`src/include/erbc_defines.svh`:
```
`ifndef ERBC_DEFINES_SVH
`define ERBC_DEFINES_SVH

// register offsets (byte addresses, one word each)
`define ERBC_OFF_CON1 8'h00
`define ERBC_OFF_STAT 8'h04
`define ERBC_OFF_RXST 8'h08
`define ERBC_OFF_IRQ_STAT 8'h0C
`define ERBC_OFF_IRQ_MASK 8'h10

// control-one fields
`define ERBC_CON1_DEC_BIT 0
`define ERBC_CON1_AUTOFC_BIT 1
`define ERBC_CON1_ON_BIT 15

// status fields
`define ERBC_STAT_CNT_LSB 16
`define ERBC_STAT_MOD_BIT 7
`define ERBC_STAT_TX_BIT 6
`define ERBC_STAT_RX_BIT 5

// interrupt status and mask fields
`define ERBC_IRQ_PEND_BIT 0
`define ERBC_IRQ_SAT_BIT 1
`define ERBC_IRQ_WIDTH 2

// counter limits and reset values
`define ERBC_CNT_MAX 8'hFF
`define ERBC_CNT_ZERO 8'h00
`define ERBC_CNT_RESET 8'h00
`define ERBC_RXST_RESET 32'h0000_0000

`endif

```
`src/include/erbc_pkg.sv`:
```
package erbc_pkg;

  // register bus request
  typedef struct packed {
    logic [7:0] addr;
    logic [31:0] wdata;
    logic wr;
    logic rd;
  } erbc_bus_req_t;

  // activity inputs from the mac and dma
  typedef struct packed {
    logic tx_active;
    logic rx_active;
    logic transaction_open;
  } erbc_activity_t;

  // module-active tracker states, gray along off-on-draining
  typedef enum logic [1:0] {
    ERBC_OFF = 2'b00,
    ERBC_ON = 2'b01,
    ERBC_DRAIN = 2'b11
  } erbc_mod_state_t;

endpackage : erbc_pkg

```
`src/erbc_sat_counter.sv`:
```
`timescale 1ns/1ps
`include "erbc_defines.svh"

module erbc_sat_counter #(
  parameter int WIDTH = 8
) (
  input wire logic clk_sys, // system clock
  input wire logic resetn, // sync reset, active low
  input wire logic clear, // synchronous clear to zero
  input wire logic inc_valid, // hardware add request
  input wire logic [WIDTH-1:0] inc_amount, // descriptors to add
  input wire logic dec, // software decrement pulse
  output logic [WIDTH-1:0] count // current count
);

  localparam logic [WIDTH:0] MAX_W = {1'b0, {WIDTH{1'b1}}};
  logic [WIDTH-1:0] count_ff;
  logic [WIDTH-1:0] nxt_count;
  logic [WIDTH:0] sum_w;
  logic do_inc;
  logic do_dec;

  // simultaneous add and decrement cancel: count holds
  assign do_inc = inc_valid && !dec;
  assign do_dec = dec && !inc_valid;
  assign sum_w = {1'b0, count_ff} + {1'b0, inc_amount};

  // saturate both ways instead of wrapping
  always_comb
  begin
    nxt_count = count_ff;
    if (clear)
      nxt_count = '0;
    else if (do_inc)
      nxt_count = (sum_w > MAX_W) ? {WIDTH{1'b1}} : sum_w[WIDTH-1:0];
    else if (do_dec && count_ff != '0)
      nxt_count = count_ff - 1'b1;
  end

  always_ff @(posedge clk_sys)
  begin
    if (!resetn)
      count_ff <= '0;
    else
      count_ff <= nxt_count;
  end

  assign count = count_ff;

endmodule : erbc_sat_counter

```
`src/erbc_status.sv`:
```
`timescale 1ns/1ps
`include "erbc_defines.svh"

// Notes on behaviour
// - eight-bit buffer count in status bits 23..16, adds descriptors per packet
// - each decrement-bit write lowers the count by one
// - increment at 0xFF leaves the count at 0xFF
// - decrement at zero leaves the count at zero
// - increment and decrement in the same cycle leave count unchanged
// - with auto flow control, receive halts at 0xFF until decremented
// - without auto flow control, receive keeps running; count saturates
// - pending flag while count nonzero; interrupt only when enabled
// - any write to receive start address clears the count
// - switching module off keeps the count; decrement still works
// - module-active bit 7 set while on or finishing a transaction
// - transmit-active bit 6 shows transmit logic taking data
// - status bits 31..24 and 15..8 read as zero
// - transmit-active follows transmission, not transmit-done events
module erbc_status #(
  parameter int CNT_WIDTH = 8
) (
  input wire logic clk_sys, // system clock, 25 MHz
  input wire logic resetn, // sync reset, active low
  input wire logic [7:0] reg_addr, // register byte address
  input wire logic [31:0] reg_wdata, // write data
  input wire logic reg_wr, // write strobe
  input wire logic reg_rd, // read strobe
  output logic [31:0] reg_rdata, // read data, cycle after strobe
  input wire logic rx_pkt_done, // pulse: packet received ok
  input wire logic [CNT_WIDTH-1:0] rx_desc_used, // descriptors of that packet
  input wire logic tx_active, // transmit logic taking data
  input wire logic rx_active, // receive logic on a packet
  input wire logic transaction_open, // a bus transaction still pending
  output logic rx_halt, // stall receive logic
  output logic module_on, // control on bit
  output logic irq // level interrupt
);

  erbc_pkg::erbc_bus_req_t req;
  erbc_pkg::erbc_activity_t act;
  erbc_pkg::erbc_mod_state_t mod_state_ff;
  erbc_pkg::erbc_mod_state_t nxt_mod_state;

  logic [31:0] con1_ff;
  logic [31:0] rxst_ff;
  logic [`ERBC_IRQ_WIDTH-1:0] irq_stat_ff;
  logic [`ERBC_IRQ_WIDTH-1:0] irq_mask_ff;
  logic [`ERBC_IRQ_WIDTH-1:0] nxt_irq_stat;
  logic [`ERBC_IRQ_WIDTH-1:0] irq_events;
  logic [31:0] rdata_ff;
  logic [31:0] nxt_rdata;
  logic [31:0] stat_word;
  logic [CNT_WIDTH-1:0] buf_count;
  logic tx_active_ff;
  logic rx_active_ff;
  logic mod_active;

  assign req = '{addr: reg_addr, wdata: reg_wdata, wr: reg_wr, rd: reg_rd};
  assign act = '{tx_active: tx_active, rx_active: rx_active,
                 transaction_open: transaction_open};

  // address decode
  wire wr_con1 = req.wr && req.addr == `ERBC_OFF_CON1;
  wire wr_rxst = req.wr && req.addr == `ERBC_OFF_RXST;
  wire wr_istat = req.wr && req.addr == `ERBC_OFF_IRQ_STAT;
  wire wr_imask = req.wr && req.addr == `ERBC_OFF_IRQ_MASK;
  // decrement bit is write-only action, never stored
  wire dec_req = wr_con1 && req.wdata[`ERBC_CON1_DEC_BIT];
  wire auto_fc = con1_ff[`ERBC_CON1_AUTOFC_BIT];
  wire cnt_full = buf_count == {CNT_WIDTH{1'b1}};
  wire pending = buf_count != '0;
  // halting while full keeps the dma from overrunning software
  wire halt_w = auto_fc && cnt_full;
  // an increment offered while halted is dropped only at the source
  wire inc_take = rx_pkt_done;

  // count is not cleared by the on bit, only by rxst writes and reset
  erbc_sat_counter #(
    .WIDTH(CNT_WIDTH)
  ) u_cnt (
    .clk_sys(clk_sys),
    .resetn(resetn),
    .clear(wr_rxst),
    .inc_valid(inc_take),
    .inc_amount(rx_desc_used),
    .dec(dec_req),
    .count(buf_count)
  );

  // control, start address, mask registers
  always_ff @(posedge clk_sys)
  begin
    if (!resetn)
    begin
      con1_ff <= 32'h0000_0000;
      rxst_ff <= `ERBC_RXST_RESET;
      irq_mask_ff <= '0;
    end
    else
    begin
      if (wr_con1)
        con1_ff <= req.wdata & ~(32'h0000_0001 << `ERBC_CON1_DEC_BIT);
      if (wr_rxst)
        rxst_ff <= req.wdata;
      if (wr_imask)
        irq_mask_ff <= req.wdata[`ERBC_IRQ_WIDTH-1:0];
    end
  end

  // module-active tracker: stays busy after off until transactions drain
  always_comb
  begin
    nxt_mod_state = mod_state_ff;
    case (mod_state_ff)
      erbc_pkg::ERBC_OFF:
        if (con1_ff[`ERBC_CON1_ON_BIT])
          nxt_mod_state = erbc_pkg::ERBC_ON;
      erbc_pkg::ERBC_ON:
        if (!con1_ff[`ERBC_CON1_ON_BIT])
          nxt_mod_state = act.transaction_open ? erbc_pkg::ERBC_DRAIN : erbc_pkg::ERBC_OFF;
      erbc_pkg::ERBC_DRAIN:
        if (con1_ff[`ERBC_CON1_ON_BIT])
          nxt_mod_state = erbc_pkg::ERBC_ON;
        else if (!act.transaction_open)
          nxt_mod_state = erbc_pkg::ERBC_OFF;
      default:
        nxt_mod_state = erbc_pkg::ERBC_OFF;
    endcase
  end

  assign mod_active = mod_state_ff != erbc_pkg::ERBC_OFF;

  always_ff @(posedge clk_sys)
  begin
    if (!resetn)
      mod_state_ff <= erbc_pkg::ERBC_OFF;
    else
      mod_state_ff <= nxt_mod_state;
  end

  // activity flags are registered copies of live activity, not done events
  always_ff @(posedge clk_sys)
  begin
    if (!resetn)
    begin
      tx_active_ff <= 1'b0;
      rx_active_ff <= 1'b0;
    end
    else
    begin
      tx_active_ff <= act.tx_active;
      rx_active_ff <= act.rx_active;
    end
  end

  // status word, unimplemented bits tied low
  always_comb
  begin
    stat_word = 32'h0000_0000;
    stat_word[`ERBC_STAT_CNT_LSB +: CNT_WIDTH] = buf_count;
    stat_word[`ERBC_STAT_MOD_BIT] = mod_active;
    stat_word[`ERBC_STAT_TX_BIT] = tx_active_ff;
    stat_word[`ERBC_STAT_RX_BIT] = rx_active_ff;
  end

  // sticky events: set each cycle the count is nonzero or at full
  assign irq_events[`ERBC_IRQ_PEND_BIT] = pending;
  assign irq_events[`ERBC_IRQ_SAT_BIT] = cnt_full;

  // set wins over a write-one clear in the same cycle
  always_comb
  begin
    nxt_irq_stat = irq_stat_ff;
    if (wr_istat)
      nxt_irq_stat = nxt_irq_stat & ~req.wdata[`ERBC_IRQ_WIDTH-1:0];
    nxt_irq_stat = nxt_irq_stat | irq_events;
  end

  always_ff @(posedge clk_sys)
  begin
    if (!resetn)
      irq_stat_ff <= '0;
    else
      irq_stat_ff <= nxt_irq_stat;
  end

  // read mux, unmapped addresses read zero
  always_comb
  begin
    case (req.addr)
      `ERBC_OFF_CON1: nxt_rdata = con1_ff;
      `ERBC_OFF_STAT: nxt_rdata = stat_word;
      `ERBC_OFF_RXST: nxt_rdata = rxst_ff;
      `ERBC_OFF_IRQ_STAT: nxt_rdata = {30'h0000_0000, irq_stat_ff};
      `ERBC_OFF_IRQ_MASK: nxt_rdata = {30'h0000_0000, irq_mask_ff};
      default: nxt_rdata = 32'h0000_0000;
    endcase
  end

  always_ff @(posedge clk_sys)
  begin
    if (!resetn)
      rdata_ff <= 32'h0000_0000;
    else
      rdata_ff <= req.rd ? nxt_rdata : 32'h0000_0000;
  end

  assign reg_rdata = rdata_ff;
  assign rx_halt = halt_w;
  assign module_on = con1_ff[`ERBC_CON1_ON_BIT];
  assign irq = |(irq_stat_ff & irq_mask_ff);

  // assertion helpers
  logic [CNT_WIDTH-1:0] cnt_prev_ff;
  always_ff @(posedge clk_sys)
  begin
    if (!resetn)
      cnt_prev_ff <= '0;
    else
      cnt_prev_ff <= buf_count;
  end
endmodule : erbc_status

```
`config.mk`:
```
export PLATFORM = sky130hd
export DESIGN_NAME = erbc_status
export DESIGN_NICKNAME = d
export VERILOG_FILES = /design/src/include/erbc_pkg.sv /design/src/erbc_sat_counter.sv /design/src/erbc_status.sv
export VERILOG_INCLUDE_DIRS = /design/src /design/src/include
export SDC_FILE = /design/constraint.sdc
export NUM_CORES = 1
export LEC_CHECK = 0
export BUFFER_PORTS_ARGS = -buffer_cell sky130_fd_sc_hd__clkbuf_2
export CELL_PAD_IN_SITES_DETAIL_PLACEMENT = 1
export CELL_PAD_IN_SITES_GLOBAL_PLACEMENT = 1
export CORE_MARGIN = 5
export CORE_UTILIZATION = 44
export DETAILED_ROUTE_END_ITERATION = 6
export HOLD_SLACK_MARGIN = 0.03
export PLACE_DENSITY_LB_ADDON = 0.1
export SYNTH_ARGS = -nofsm -noshare
export SYNTH_HDL_FRONTEND = slang
export SYNTH_SLANG_ARGS = --single-unit
```
`constraint.sdc`:
```
create_clock -name clk_sys -period 3.9 [get_ports clk_sys]
set_input_delay 0.195 -clock clk_sys [delete_from_list [all_inputs] [get_ports clk_sys]]
set_output_delay 0.195 -clock clk_sys [all_outputs]
set_load 0.01 [all_outputs]
```
# Word level (Yosys, flattened, before mapping)
# Index checks and enable logic that the tools add are counted.
# totals
ff_bits	111
in_bits	56
output_inout_bits	35
word_cells	58
# classes
add_sub_neg	2
n_lt_le_gt_ge	1
eq_ne	10
n_mux	11
bitwise_logic	5
n_reduce_logical	20
# op_table
op	n
32-bit case mux with 5 select lines	1
8-bit two-way mux	3
8-bit by 4-bit equality test with 1-bit output, second input constant	2
2-bit two-way mux	6
8-bit by 8-bit adder with 9-bit output	1
9-bit by 8-bit > comparator with 1-bit output, second input constant	1
1-bit logical AND	9
8-bit by 3-bit equality test with 1-bit output, second input constant	1
8-bit by 5-bit equality test with 1-bit output, second input constant	1
8-bit equality test, second input constant	1
8-bit logical NOT	1
8-bit nonzero test	1
8-bit by 1-bit subtractor with 8-bit output, second input constant	1
2-bit case mux with 3 select lines	1
2-bit AND	2
2-bit inequality test, second input constant	2
2-bit nonzero test	2
2-bit OR reduction	2
3-bit inequality test, second input constant	1
3-bit AND reduction	1
2-bit by 1-bit equality test with 1-bit output, second input constant	1
2-bit equality test, second input constant	1
1-bit logical NOT	2
2-bit logical NOT	1
4 further kinds	4

# Depth between registers and ports, before layout
# logic_depth
ltp_word	7
mapped_depth	9
mapped_depth_nobuf	8

# Hierarchy
# From an unflattened synthesis, not the netlist that was laid out.
# unflattened
cells_unflattened	549
area_unflattened_um2	5168.7
# by_module_without_submodules
module	instances	cells_each	area_per_inst_um2
erbc_status	1	440	4242.8
erbc_sat_counter	1	109	925.9

# Least setup slack after synthesis
# No wires, ideal clock.
# synth_timing
path_kind	flip-flop to flip-flop
startpoint	register u_cnt.count_ff[0], in the netlist u_cnt.count[0]
endpoint	register u_cnt.count_ff[1], in the netlist u_cnt.count[1]
setup_time_ns	0.119
t_arrival_ns	1.886
path_slack_ns	1.895
path_stages_with_launch	8
n_path_buf	0
path_cell_list	dfxtp_1 -> ha_1 -> fa_1 -> a21oi_1 -> nor3b_1 -> o211ai_1 -> nand3_1 -> o221a_2
# synth_between
elab_chain_cells	4
word_cells_on_any_way	9
cone_classes	add/sub: 2; order compare: 1; mux: 3; reduce/logical: 3
# synth_rtl
item	line_no	rtl
start, declared	erbc_sat_counter.sv:17	logic [WIDTH-1:0] count_ff;
start signal, assigned	erbc_sat_counter.sv:45	count_ff <= nxt_count;
8-bit by 8-bit adder with 9-bit output	erbc_sat_counter.sv:26	assign sum_w = {1'b0, count_ff} + {1'b0, inc_amount};
9-bit by 8-bit > comparator with 1-bit output	erbc_sat_counter.sv:35	nxt_count = (sum_w > MAX_W) ? {WIDTH{1'b1}} : sum_w[WIDTH-1:0];
8-bit two-way mux	erbc_sat_counter.sv:35	
8-bit two-way mux	erbc_sat_counter.sv:34	else if (do_inc)
# Parallel ways exist; a longest one is shown, timed or not. The select of a mux whose other input is x is not followed.
# A chain may end at the register's enable or synchronous reset.

# Final worst setup path
# layout_timing
startpoint	register u_cnt.count_ff[0], in the netlist u_cnt.count[0]
endpoint	register u_cnt.count_ff[4], in the netlist u_cnt.count[4]
# The elaborated chain is that of the path after synthesis.

==> reports/metrics.json <==
{
  "critical_path.endpoint": {"value": "u_cnt.count[4]"},
  "post-route-period-util": {"value": 0.610},
  "area_delta_synth_final": {"value": 15.7, "unit": "%"},
  "power.share.combinational": {"value": 0.096},
  "tritoncts": {"value": "built"},
  "maxCapViolations": {"value": 0},
  "rows": {"value": 38},
  "slew_violations": {"value": 0},
  "mostFrequentLayoutCells": {"value": "sky130_fd_sc_hd__nand2_1 (141), sky130_fd_sc_hd__dfxtp_1 (111), sky130_fd_sc_hd__clkbuf_2 (90)"},
  "grt.overflow.total": {"value": 0},
  "hold_fails_final_rpt": {"value": 0},
  "netlist_instances": {"value": 567},
  "endpoint_kind": {"value": "register"},
  "routedWlPerCell": {"value": 17.3, "unit": "µm"},
  "max_slew.worst_pin.slew": {"value": 1.29, "unit": "ns"},
  "synth_cell_types": {"value": 45},
  "setup.worst_path.start": {"value": "u_cnt.count[0]"},
  "setup.worst_path.start_class": {"value": "register"},
  "asyncSetResetFlopFracSynth": {"value": 0},
  "clock_period_minus_worst_slack": {"value": 2.38, "unit": "ns"},
  "worstPathRequired": {"value": 4.17, "unit": "ns"},
  "clk_latency": {"value": 0.38, "unit": "ns"},
  "netSwitchingFraction": {"value": 0.248},
  "first_global_vias": {"value": 4556},
  "setup-tns-final": {"value": 0, "unit": "ns"},
  "postSynthNetCount": {"value": 635},
  "clock_power_share": {"value": 0.360},
  "drive_gt1_frac": {"value": 0.180},
  "cts-root-to-sink-buffers": {"value": 2},
  "clk_transition_reported_paths": {"value": 0.11, "unit": "ns"},
  "count_of_buffers_inserted_at_the_top_level_ports": {"value": 90},
  "remaining_design_rule_violation_count": {"value": 0},
  "drtAntennaViolNets": {"value": 0},
  "antennaDiodeCount": {"value": 0},
  "crit_type": {"value": "register to register"},
  "unrepaired_setup_endpoints_after_global_routing": {"value": "no"},
  "placeableCoreArea": {"value": 0.0107, "unit": "mm²"},
  "synth-warning-count": {"value": 0},
  "reg2regPathDepth": {"value": 8},
  "cts-resized-gates": {"value": 0},
  "cts_htree_levels": {"value": 3},
  "dieWidth": {"value": 114, "unit": "µm"},
  "max-vdd-ir-drop": {"value": 192, "unit": "µV"},
  "ys_seq_area_frac": {"value": 0.464},
  "slew-limit-headroom": {"value": 0.135},
  "timing.rr.end": {"value": "u_cnt.count[4]"},
  "die_area": {"value": 0.0131, "unit": "mm²"},
  "ff_to_ff_start": {"value": "u_cnt.count[0]"},
  "first_pass_iters": {"value": 4},
  "p_per_cell_area": {"value": 389, "unit": "mW/mm²"},
  "clock_sinks": {"value": 111},
  "top_level_ports": {"value": 91},
  "crit_fanout": {"value": 9},
  "p_switching": {"value": 533, "unit": "µW"},
  "report.final.setup_viol": {"value": 0},
  "grtUsageTotal": {"value": 0.216},
  "cell_internal_pwr": {"value": 1.62, "unit": "mW"},
  "die_height": {"value": 114, "unit": "µm"},
  "p_seq_frac": {"value": 0.543},
  "final_common_cell": {"value": "sky130_fd_sc_hd__nand2_1"},
  "cts_buffers": {"value": 9},
  "start_util": {"value": 0.446},
  "maximum_number_of_pins_on_one_net_before_global_route_repair": {"value": 43},
  "post_synth.cell_area_avg": {"value": 8.44, "unit": "µm²"},
  "cts.root.buffer_cell": {"value": "sky130_fd_sc_hd__clkbuf_8"},
  "critical_path_arrival": {"value": 2.65, "unit": "ns"},
  "leading_register_cell_type_out_of_synthesis": {"value": "sky130_fd_sc_hd__dfxtp_1"},
  "fin_worst_skew": {"value": 0.0122, "unit": "ns"},
  "ys_ff_latch": {"value": 111},
  "vias": {"value": 4211},
  "gp_routability_congestion": {"value": 0.845},
  "detail_route.vias_per_cell": {"value": 5.36},
  "min_path_type": {"value": "primary input to register"},
  "finalHoldWorstSlack": {"value": 0.0431, "unit": "ns"},
  "static_leak": {"value": 2.09, "unit": "nW"},
  "count_of_flip_flops_with_a_built_in_enable_after_synthesis": {"value": 0},
  "number_of_antenna_violations_at_the_first_check_in_global_routing": {"value": 0},
  "hpwlAfterDp": {"value": 9.50, "unit": "mm"},
  "post_route_wl": {"value": 13.6, "unit": "mm"},
  "first_iter_violations": {"value": 135},
  "finalNetCount": {"value": 709},
  "r2r_setup_slack": {"value": 1.52, "unit": "ns"},
  "outcome": {"value": "finished, final reports clean"},
  "netlist_area": {"value": 0.00479, "unit": "mm²"},
  "clock.fmax": {"value": 421, "unit": "MHz"},
  "grt_pass1_wl": {"value": 22.7, "unit": "mm"}
}
==> worst min-delay path by stage <==
stage / startpoint / endpoint / slack (ns) / depth (start not counted)
global route: reg_wdata[15] / rxst_ff[15] / 0.04 / 3
CTS: reg_wdata[24] / rxst_ff[24] / 0.03 / 3
global placement: rx_active / rx_active_ff / 0.43 / 2
finish: reg_wdata[18] / rxst_ff[18] / 0.04 / 3
detailed placement: rx_active / rx_active_ff / 0.43 / 2
floorplan: rx_active / rx_active_ff / 0.32 / 1
==> cells in the mapped netlist, types with 10 or more instances <==
| library cell | count | area share |
|---|---|---|
| sky130_fd_sc_hd__ha_1 | 11 | 0.029 |
| sky130_fd_sc_hd__nand2_1 | 141 | 0.11 |
| sky130_fd_sc_hd__a21boi_1 | 30 | 0.047 |
| sky130_fd_sc_hd__nor2_1 | 58 | 0.045 |
| sky130_fd_sc_hd__mux2i_1 | 13 | 0.027 |
| sky130_fd_sc_hd__a21boi_0 | 35 | 0.055 |
| sky130_fd_sc_hd__dfxtp_1 | 111 | 0.46 |
| sky130_fd_sc_hd__o21ai_0 | 10 | 0.010 |
| sky130_fd_sc_hd__a22oi_1 | 20 | 0.031 |
| sky130_fd_sc_hd__nor3_1 | 10 | 0.010 |
| sky130_fd_sc_hd__clkbuf_1 | 27 | 0.021 |
| sky130_fd_sc_hd__a21oi_1 | 24 | 0.025 |
==> power groups by stage <==
stage / logic, mW / clock network [mW] / registers, mW
global placement: 0.201 / 0 / 1.20
detailed placement: 0.207 / 0 / 1.20
global route: 0.232 / 0.838 / 1.17
floorplan: 0.138 / 0 / 1.18
finish: 0.208 / 0.775 / 1.17
CTS: 0.209 / 0.791 / 1.17
==> worst max-delay path, cell delays in order, from the launching register on <==
cell and delay, ns:
sky130_fd_sc_hd__dfxtp_1 0.56, sky130_fd_sc_hd__ha_1 0.30, sky130_fd_sc_hd__fa_1 0.23, sky130_fd_sc_hd__a21oi_1 0.10, sky130_fd_sc_hd__nor3b_1 0.31, sky130_fd_sc_hd__o211ai_1 0.15
sky130_fd_sc_hd__nand3_1 0.25, sky130_fd_sc_hd__nor2_1 0.08, sky130_fd_sc_hd__nor4_1 0.29
==> sequential cells by signal, indices dropped and copies added (netlist names) <==
register      flops
reg_rdata        32
con1_ff          31
rx_active_ff      1
rxst_ff          32
tx_active_ff      1
irq_mask_ff       2
mod_state_ff      2
u_cnt.count       8
irq_stat_ff       2
==> cells by family (layout without fill, tap and decap cells) <==
logic type	Yosys count	in the layout	synth area share
simple gates	247	247	0.225
compound gates	133	133	0.192
flops	111	111	0.464
buf+inv	40	118	0.0379
mux	14	14	0.0295
fa+ha+maj	12	12	0.0329
xor+xnor	10	10	0.0183
==> what timing repair did <==
action,CTS,global route
hold endpoints to repair,1,1
hold buffers,1,1
buffers inserted,0,0
setup endpoints to repair,0,0
==> layer usage <==
layer | GRT usage | vias up | part of all wire
li1 | - | 2063 | -
met1 | 0.269 | 2065 | 0.46
met2 | 0.388 | 69 | 0.50
met3 | 0.0344 | 14 | 0.033
met4 | 0.0594 | 0 | 0.013
met5 | 0 | - | 0
==> per-stage QoR <==
| stage | power (mW) | instances | worst slack (ns) | area [µm²] | utilization |
|---|---|---|---|---|---|
| CTS | 2.17 | 784 | 1.50 | 5530 | 0.514 |
| detailed placement | 1.40 | 768 | 1.28 | 5300 | 0.493 |
| global route | 2.24 | 785 | 1.30 | 5540 | 0.515 |
| floorplan | 1.32 | 567 | 1.89 | 4790 | - |
| finish | 2.15 | 785 | 1.52 | 5540 | 0.515 |
| global placement | 1.40 | 768 | 1.32 | 5300 | 0.493 |
==> layout make-up <==
class	instances	area (µm²)
multi-input cells	416	2380
well taps	140	175
clock buffers	11	141
fillers	1356	5210
clock inverters	4	77.6
flip-flops and latches	111	2220
repair buffers	99	523
inverters	4	15.0
No activity file was read; power rests on OpenSTA's default activity.
